[config.mk]
export PLATFORM = sky130hd
export DESIGN_NAME = memory_link_mode_fsm
export DESIGN_NICKNAME = d
export VERILOG_FILES = /design/src/hdl/memory_link_mode_pkg.sv /design/src/hdl/memory_link_mode_fsm.sv
export VERILOG_INCLUDE_DIRS = /design/src /design/src/hdl
export SDC_FILE = /design/constraint.sdc
export NUM_CORES = 1
export LEC_CHECK = 0
export BUFFER_PORTS_ARGS = -buffer_cell sky130_fd_sc_hd__buf_2
export CAP_MARGIN = 30
export CORE_MARGIN = 10
export CORE_UTILIZATION = 31
export DETAILED_ROUTE_END_ITERATION = 8
export PLACE_DENSITY = 0.53
export SLEW_MARGIN = 20
export SYNTH_ARGS = -nofsm -noshare
export SYNTH_HDL_FRONTEND = slang
export SYNTH_SLANG_ARGS = --single-unit
[constraint.sdc]
create_clock -name mclk -period 6.2 [get_ports mclk]
set_input_delay 1.24 -clock mclk [delete_from_list [all_inputs] [get_ports mclk]]
set_output_delay 1.24 -clock mclk [all_outputs]
set_load 0.01 [all_outputs]
[src/hdl/memory_link_mode_cfg.svh]
/*
  offsets, field positions, reset values and timing counts of the
  operating-mode block; assumes a 100 MHz mclk
*/
`ifndef MEMORY_LINK_MODE_CFG_SVH
`define MEMORY_LINK_MODE_CFG_SVH
// register byte offsets
`define OFF_SPACING 4'h0
`define OFF_TIMING 4'h4
`define OFF_CTRL 4'h8
`define OFF_STATUS 4'hC
// field positions
`define POS_POWER_DOWN 2
`define POS_BUSY 8
`define POS_LOCKED 4
`define POS_ZEROS 12
`define POS_ONES 16
// reset values
`define RST_READ_LAT 5'h08
`define RST_DEV_ID 8'h00
// mode counts, in packets or cycles
`define STANDBY_TO_ACTIVE_MIN 1
`define ACTIVE_TO_RESET_MIN 272
`define MODE_HOLD_MAX 10
`define MODE_OFFSET_MIN 4
// framing counts
`define REQ_CYCLES 4
`define ACK_WINDOW 4
`define READ_ACK_GAP 2
// relock time in ns and clock period in ns
`define CLOCK_RELOCK_NS 10000
`define MCLK_PERIOD_NS 10
`endif

[src/hdl/memory_link_mode_pkg.sv]
/*
  types of the operating-mode block: frame states and link pin group;
  assumes memory_link_mode_cfg.svh for all numbers
*/
package memory_link_mode_pkg;
  // frame state machine, nine states
  typedef enum logic [3:0] {
    init_hold_state = 4'h0,
    idle_wait_state = 4'h1,
    decision_state = 4'h2,
    frame_state = 4'h3,
    match_check_state = 4'h4,
    device_state = 4'h5,
    okay_state = 4'h6,
    refuse_state = 4'h7,
    reply_window_state = 4'h8
  } frame_e;
  // pins from the initiator, all asynchronous to mclk
  typedef struct packed {
    logic linkEnable;
    logic reqStart;
    logic reqRead;
    logic [7:0] reqDevId;
  } link_pins_s;
endpackage : memory_link_mode_pkg

[src/hdl/memory_link_mode_fsm.sv]
/*
  operating-mode state machine of the responding device with Avalon-MM
  register slave; assumes link pins are asynchronous and are synchronised
  here, and an Avalon master that holds requests until waitrequest is low
*/
// Contract
// - nine frame states forming three modes
// - power-up enters reset, registers take defaults
// - power-up passes decision state into standby
// - ones count at 272 forces reset
// - a 00 packet clears ones, leaving reset
// - zeros count at 10 enters standby
// - one 11 packet leaves standby for active
// - runs of 1 to 4 wake device
// - active within 4 cycles of first packet
// - idle hold window ends in standby
// - framing starts active, ends in standby
// - reset holds under 11, exits on 00
// - read data at programmed latency after request
// - read minus ack latency fixed everywhere
// - 00 counts zeros, 11 counts ones
`timescale 1ns/100ps
`include "memory_link_mode_cfg.svh"
module memory_link_mode_fsm
  import memory_link_mode_pkg::*;
#(
  parameter int ONES_W = 9,
  parameter int RELOCK_CYCLES =
    (`CLOCK_RELOCK_NS + `MCLK_PERIOD_NS - 1) / `MCLK_PERIOD_NS
) (
  input wire logic mclk,
  input wire logic resetn,
  input wire logic [3:0] address,
  input wire logic read,
  input wire logic write,
  input wire logic [31:0] writedata,
  output logic [31:0] readdata,
  output logic waitrequest,
  input wire link_pins_s linkPins,
  output logic ackValid,
  output logic [1:0] ackCode,
  output logic readDataStart,
  output logic activeMode
);
  localparam logic [1:0] ACK_OKAY = 2'h1;
  localparam logic [1:0] ACK_NACK = 2'h2;
  localparam logic [ONES_W-1:0] ONES_MAX = '1;

  // saturating increments of the run counters
  function automatic logic [ONES_W-1:0] incOnes(logic [ONES_W-1:0] v);
    return (v == ONES_MAX) ? v : v + 1'b1;
  endfunction : incOnes
  function automatic logic [3:0] incZeros(logic [3:0] v);
    return (v == 4'hF) ? v : v + 4'h1;
  endfunction : incZeros

  // two-flop synchroniser for every link pin
  link_pins_s pinsMeta, pins;
  always_ff @(posedge mclk or negedge resetn) begin
    if (!resetn) begin
      pinsMeta <= '0;
      pins <= '0;
    end else begin
      pinsMeta <= linkPins;
      pins <= pinsMeta;
    end
  end

  // frame state, run counters, transaction counter
  frame_e state, next_state;
  logic [ONES_W-1:0] ones, next_ones;
  logic [3:0] zeros, next_zeros;
  logic [7:0] txCnt, next_txCnt;
  logic isRead, next_isRead;
  logic [7:0] reqId, next_reqId;
  logic okRead, next_okRead;
  logic [1:0] next_ackCode;
  logic next_ackValid, next_readDataStart;
  logic [4:0] readLat, next_readLat;
  logic [7:0] devId, next_devId;
  logic busy, next_busy, powerDown, next_powerDown;
  logic [7:0] ackLat, replyEnd;

  // ack latency leads read latency by a fixed gap
  assign ackLat = 8'(readLat) - 8'(`READ_ACK_GAP);
  assign replyEnd = okRead ? 8'(readLat) : ackLat + 8'(`ACK_WINDOW);

  // next state of the frame machine and counters
  always_comb begin
    next_state = state;
    next_txCnt = txCnt + 8'h1;
    next_isRead = isRead;
    next_reqId = reqId;
    next_okRead = okRead;
    next_ackValid = 1'b0;
    next_ackCode = 2'h0;
    next_readDataStart = 1'b0;
    if (pins.linkEnable) begin
      next_ones = incOnes(ones);
      next_zeros = 4'h0;
    end else begin
      next_ones = '0;
      next_zeros = incZeros(zeros);
    end
    unique case (state)
      init_hold_state: begin
        if (next_ones < ONES_W'(`STANDBY_TO_ACTIVE_MIN))
          next_state = decision_state;
      end
      idle_wait_state: begin
        if (next_ones >= ONES_W'(`STANDBY_TO_ACTIVE_MIN))
          next_state = decision_state;
      end
      decision_state: begin
        if (pins.reqStart) begin
          next_state = frame_state;
          next_txCnt = 8'h0;
          next_isRead = pins.reqRead;
          next_reqId = pins.reqDevId; // id gone once the packet ends
        end else if (next_zeros >= 4'(`MODE_HOLD_MAX))
          next_state = idle_wait_state;
      end
      frame_state: begin
        if (txCnt == 8'(`REQ_CYCLES - 1)) begin
          next_state = match_check_state;
          next_txCnt = 8'h0;
        end
      end
      match_check_state: begin
        next_okRead = 1'b0;
        if (reqId == devId)
          next_state = device_state;
        else
          next_state = reply_window_state; // passive, no ack
      end
      device_state: begin
        next_state = busy ? refuse_state : okay_state;
      end
      okay_state, refuse_state: begin
        if (txCnt == ackLat) begin
          next_ackValid = 1'b1;
          next_ackCode = (state == okay_state) ? ACK_OKAY : ACK_NACK;
          next_okRead = (state == okay_state) && isRead;
          next_state = reply_window_state;
        end
      end
      reply_window_state: begin
        if (okRead && txCnt == 8'(readLat))
          next_readDataStart = 1'b1;
        if (txCnt >= replyEnd)
          next_state = idle_wait_state;
      end
    endcase
    if (state != init_hold_state &&
        next_ones >= ONES_W'(`ACTIVE_TO_RESET_MIN))
      next_state = init_hold_state;
  end

  always_ff @(posedge mclk or negedge resetn) begin
    if (!resetn) begin
      state <= init_hold_state;
      ones <= '0;
      zeros <= 4'h0;
      txCnt <= 8'h0;
      isRead <= 1'b0;
      reqId <= 8'h00;
      okRead <= 1'b0;
      ackValid <= 1'b0;
      ackCode <= 2'h0;
      readDataStart <= 1'b0;
      activeMode <= 1'b0;
    end else begin
      state <= next_state;
      ones <= next_ones;
      zeros <= next_zeros;
      txCnt <= next_txCnt;
      isRead <= next_isRead;
      reqId <= next_reqId;
      okRead <= next_okRead;
      ackValid <= next_ackValid;
      ackCode <= next_ackCode;
      readDataStart <= next_readDataStart;
      activeMode <= next_state != init_hold_state &&
        next_state != idle_wait_state;
    end
  end

  // relock counter, started on each exit from reset mode
  logic [15:0] lockCnt, next_lockCnt;
  always_comb begin
    next_lockCnt = lockCnt;
    if (state == init_hold_state)
      next_lockCnt = 16'(RELOCK_CYCLES);
    else if (lockCnt != 16'h0)
      next_lockCnt = lockCnt - 16'h1;
  end
  always_ff @(posedge mclk or negedge resetn) begin
    if (!resetn)
      lockCnt <= 16'h0;
    else
      lockCnt <= next_lockCnt;
  end

  // Avalon slave: one wait cycle, then the access completes
  logic next_waitrequest;
  logic [31:0] next_readdata;
  logic take;
  assign take = (read || write) && !waitrequest;
  always_comb begin
    next_waitrequest = !((read || write) && waitrequest);
    next_readdata = readdata;
    next_readLat = readLat;
    next_devId = devId;
    next_busy = busy;
    next_powerDown = powerDown;
    if (read && waitrequest) begin
      next_readdata = 32'h0000_0000;
      unique case (address)
        `OFF_SPACING: next_readdata[`POS_POWER_DOWN] = powerDown;
        `OFF_TIMING: next_readdata[4:0] = readLat;
        `OFF_CTRL: begin
          next_readdata[7:0] = devId;
          next_readdata[`POS_BUSY] = busy;
        end
        `OFF_STATUS: begin
          next_readdata[3:0] = state;
          next_readdata[`POS_LOCKED] = lockCnt == 16'h0;
          next_readdata[`POS_ZEROS+:4] = zeros;
          next_readdata[`POS_ONES+:ONES_W] = ones;
        end
        default: next_readdata = 32'h0000_0000;
      endcase
    end
    if (write && take) begin
      unique case (address)
        `OFF_SPACING:
          next_powerDown = writedata[`POS_POWER_DOWN];
        `OFF_TIMING: next_readLat = writedata[4:0];
        `OFF_CTRL: begin
          next_devId = writedata[7:0];
          next_busy = writedata[`POS_BUSY];
        end
        default: next_busy = busy;
      endcase
    end
    if (state == init_hold_state) begin
      next_readLat = `RST_READ_LAT;
      next_devId = `RST_DEV_ID;
      next_busy = 1'b0;
      next_powerDown = 1'b0;
    end
  end
  always_ff @(posedge mclk or negedge resetn) begin
    if (!resetn) begin
      waitrequest <= 1'b1;
      readdata <= 32'h0000_0000;
      readLat <= `RST_READ_LAT;
      devId <= `RST_DEV_ID;
      busy <= 1'b0;
      powerDown <= 1'b0;
    end else begin
      waitrequest <= next_waitrequest;
      readdata <= next_readdata;
      readLat <= next_readLat;
      devId <= next_devId;
      busy <= next_busy;
      powerDown <= next_powerDown;
    end
  end

  // checks
  a_wake_offset: assert property (@(posedge mclk) disable iff (!resetn)
    state == idle_wait_state && pins.linkEnable |=> activeMode)
    else $error("standby not left after 11 packet");
  a_reset_entry: assert property (@(posedge mclk) disable iff (!resetn)
    state != init_hold_state && pins.linkEnable &&
    ones == ONES_W'(`ACTIVE_TO_RESET_MIN - 1) |=> state == init_hold_state)
    else $error("reset not entered at ones threshold");
  a_reset_exit: assert property (@(posedge mclk) disable iff (!resetn)
    state == init_hold_state && !pins.linkEnable |=> state == decision_state)
    else $error("reset not left on 00 packet");
  a_reset_hold: assert property (@(posedge mclk) disable iff (!resetn)
    state == init_hold_state && pins.linkEnable |=> state == init_hold_state)
    else $error("reset left under 11 packets");
  a_hold_window: assert property (@(posedge mclk) disable iff (!resetn)
    state == decision_state && !pins.reqStart && !pins.linkEnable &&
    zeros == 4'(`MODE_HOLD_MAX - 1) |=> state == idle_wait_state)
    else $error("hold window not closed at ten");
  a_ones_sat: assert property (@(posedge mclk) disable iff (!resetn)
    ones == ONES_MAX && pins.linkEnable |=> ones == ONES_MAX)
    else $error("ones counter wrapped");
  a_run_clear: assert property (@(posedge mclk) disable iff (!resetn)
    pins.linkEnable |=> zeros == 4'h0 && ones != '0)
    else $error("11 packet did not move counters");
  a_read_lat: assert property (@(posedge mclk) disable iff (!resetn)
    ackValid && ackCode == ACK_OKAY && okRead |->
    ##(`READ_ACK_GAP) readDataStart)
    else $error("read data not at read latency");
  a_end_standby: assert property (@(posedge mclk) disable iff (!resetn)
    $fell(activeMode) |-> state == idle_wait_state ||
    state == init_hold_state)
    else $error("active mode left to wrong state");
  c_wake: cover property (@(posedge mclk) disable iff (!resetn)
    state == idle_wait_state ##1 state == decision_state);
  c_okay_read: cover property (@(posedge mclk) disable iff (!resetn)
    readDataStart);
  c_nack: cover property (@(posedge mclk) disable iff (!resetn)
    ackValid && ackCode == ACK_NACK);
  c_reset: cover property (@(posedge mclk) disable iff (!resetn)
    state == decision_state ##1 state == init_hold_state);
endmodule : memory_link_mode_fsm

==> qor.csv <==
stage,metric,value,unit
status,status,completed,
power_and_ir_drop,total_power,0.00265,W
timing,hold_violations,0,
logic_synthesis,synth_flop_cell,dfrtp_1,
timing,finalMaxSlewViolations,0,
floorplan,die-area,24000,sq um
detailed_routing,detail_route.wl_per_cell,15.8,um
detailed_routing,via_per_inst,5.03,
timing,skew,0.00713,ns
logic_synthesis,synth_area,5630,sq um
cts,hold_buffers,0,
cts,path_clk_slew,0.06,ns
logic_synthesis,synth_cells,523,
placed_design,dpl.hpwl,9390,um
logic_synthesis,synthArstFlopShare,1.00,
worst_setup_path,criticalPathCategory,reg2reg,
worst_setup_path,cp_max_fo,7,
cts,clockBufferDepth,2,
logic_synthesis,syn_area_per_cell,10.8,sq um
cts,numCtsBuffers,17,
detailed_routing,drtIter0Drc,239,
hold_path,holdCritPathClass,reg2reg,
grt,overflow,0,
logic_synthesis,synth-xor-area-share,0.0662,
worst_setup_path,worstRegToRegCells,12,
floorplan,row_count,49,
floorplan,fp.coreArea,17900,sq um
logic_synthesis,synth-simple-area-share,0.147,
logic_synthesis,synth_edf_count,0,
worst_setup_path,start_kind,register,
worst_setup_path,cp.required,6.53,ns
detailed_routing,ant_nets,0,
logic_synthesis,synth_compound_area_frac,0.126,
floorplan,die_h,155,um
timing,post-route-min-period,3.08,ns
timing,tns,0,ns
cts,clkSinkCount,116,
timing,fmax,0.325,GHz
floorplan,initial_core_util,0.315,
grt,grt_first_pass_wirelength,21400,um
layout,nets,640,
power_and_ir_drop,p_per_area,398,nW/um^2
timing,rsz0062_at_grt,no,
grt,grt_max_degree,72,
cts,cts_tree,yes,
detailed_routing,drc,0,
power_and_ir_drop,ir_worst_vdd,0.209,mV
placed_design,port_buffers,55,
logic_synthesis,synth_top_family_by_area,simple AND/OR/NAND/NOR gates,
cts,insertion_delay,0.42,ns
grt,antenna_found_initial,2,
logic_synthesis,synth_fa_ha_area_frac,0.0311,
layout,drive_gt1_frac,0.201,
layout,final_common_cell,dfrtp_1,
logic_synthesis,synth_cell_types,65,
timing,finalSetupViolations,0,
detailed_routing,dr_total_vias,4114,
worst_setup_path,arrival,3.40,ns
timing,relSlewSlack,0.383,
job,drv_cap,0,
logic_synthesis,ys_warn_count,0,
layout,fill_cells,1768,
grt,gr-usage-all-layers,0.111,
detailed_routing,wirelength,12900,um
detailed_routing,dr.pass1.iters,6,
floorplan,die_x,155,um
worst_setup_path,cp-end-kind,register,
logic_synthesis,ys_ff_latch,116,
logic_synthesis,ys_seq_area_frac,0.516,
cts,cts_resized,0,
placed_design,finalWeightedCongestion,0.855,
power_and_ir_drop,cellLeakagePower,3.09,nW
cts,root_buffer,clkbuf_16,
grt,grt_pass1_vias,4110,
timing,finalCritPeriodShare,0.496,
floorplan,pin_count,89,
layout,synthToLayoutAreaGrowth,18.1,%
timing,worst_pin_slew,0.912,ns
cts,cts.htree.levels,4,
cts,post-cts-setup-buffer-count,0,
logic_synthesis,muxShareOfSynthArea,0.0693,
hold_path,hold_path_depth,0,
layout,mostFrequentLayoutCells,"114 x dfrtp_1, 55 x nor2_1, 54 x buf_2",
-- power by group --
| group | internal, W | leakage (nW) | switching, W |
|---|---|---|---|
| clock network | 0.000518 | 0.250 | 0.000385 |
| registers | 0.000881 | 1.48 | 0.000165 |
| logic | 0.000323 | 1.37 | 0.000377 |
| total | 0.00172 | 3.09 | 0.000926 |
-- per-layer routing --
layer	wire [um]	global-route usage	up-vias
met4	170	0.0463	2
met3	839	0.0430	14
li1	-	-	1971
met1	5840	0.135	2014
met5	18	0	-
met2	6070	0.172	113
-- cell usage after synthesis (8+ instances only) --
| cell | n | area (sq um) |
|---|---|---|
| buf_4 | 11 | 82.6 |
| mux2i_1 | 21 | 210 |
| xor2_1 | 13 | 114 |
| inv_1 | 19 | 71.3 |
| o21ai_0 | 14 | 70.1 |
| a22o_1 | 18 | 158 |
| mux2_2 | 14 | 158 |
| xnor2_1 | 27 | 236 |
| dfrtp_1 | 114 | 2850 |
| nand4_1 | 8 | 50.1 |
| nand3_1 | 13 | 65.1 |
| clkbuf_1 | 21 | 78.8 |
| nor3_1 | 12 | 60.1 |
| a21oi_1 | 15 | 75.1 |
| ha_1 | 14 | 175 |
| nor2_1 | 55 | 206 |
| nand2_1 | 31 | 116 |
-- cells by family (layout without fill, tap and decap cells) --
family	count (synthesis)	in the layout
compound gates	96	96
xor+xnor	41	41
fa+ha+maj	14	14
buf+inv	54	110
flops	116	116
mux	36	36
other cells	1	11
simple gates	165	165
-- metrics by stage --
step                      instances  setup slack (ns)  instance area, sq um  hold WS (ns)  utilization
after CTS                       816              3.09                  6630         0.348        0.370
after detailed placement        784              2.86                  6080         0.335        0.340
after floorplan                 532              3.50                  5670         0.331            -
after global placement          784              2.94                  6080         0.334        0.340
after global routing            817              2.84                  6650         0.353        0.371
final                           818              3.12                  6650         0.346        0.372
-- path summary, 6_finish.rpt --
path | endpoint | slack [ns] | start
setup / recovery | activeMode | 3.12 | readLat[1]
hold / removal | pins[7] | 0.35 | pinsMeta[7]
setup reg to reg | activeMode | 3.12 | readLat[1]
hold reg to reg | pins[7] | 0.35 | pinsMeta[7]
max in group asynchronous | readLat[3] | 4.23 | resetn
min in group asynchronous | readdata[16] | 0.77 | resetn
-- flip-flops by register name, summed over array words and instances, names as in the netlist, 2 cells and up --
signal / count
readdata: 22
lockCnt: 16
devId: 8
ones: 9
readLat: 5
pins: 11
ackCode: 2
state: 4
txCnt: 8
zeros: 4
pinsMeta: 11
reqId: 8
-- layout make-up --
class	instances	area, sq um	area share
antenna	1	2.50	0.000376
clock buffer	17	425	0.0639
clock inverter	15	124	0.0186
inverter	20	75.1	0.0113
multi-input combinational	362	2520	0.379
sequential	116	2910	0.437
tap	229	287	0.0431
timing repair buffer	58	313	0.0470
-- worst max-delay path: stages (launching register included) --
cell       delay (ns)
dfrtp_1          0.50
inv_1            0.08
ha_1             0.38
nor4_1           0.08
a2111oi_0        0.37
o21ai_0          0.17
ha_1             0.33
a21o_1           0.16
a21oi_1          0.13
nor2b_1          0.06
o31ai_1          0.29
o311ai_0         0.27
o211ai_1         0.17
No activity file was read; power rests on OpenSTA's default activity.
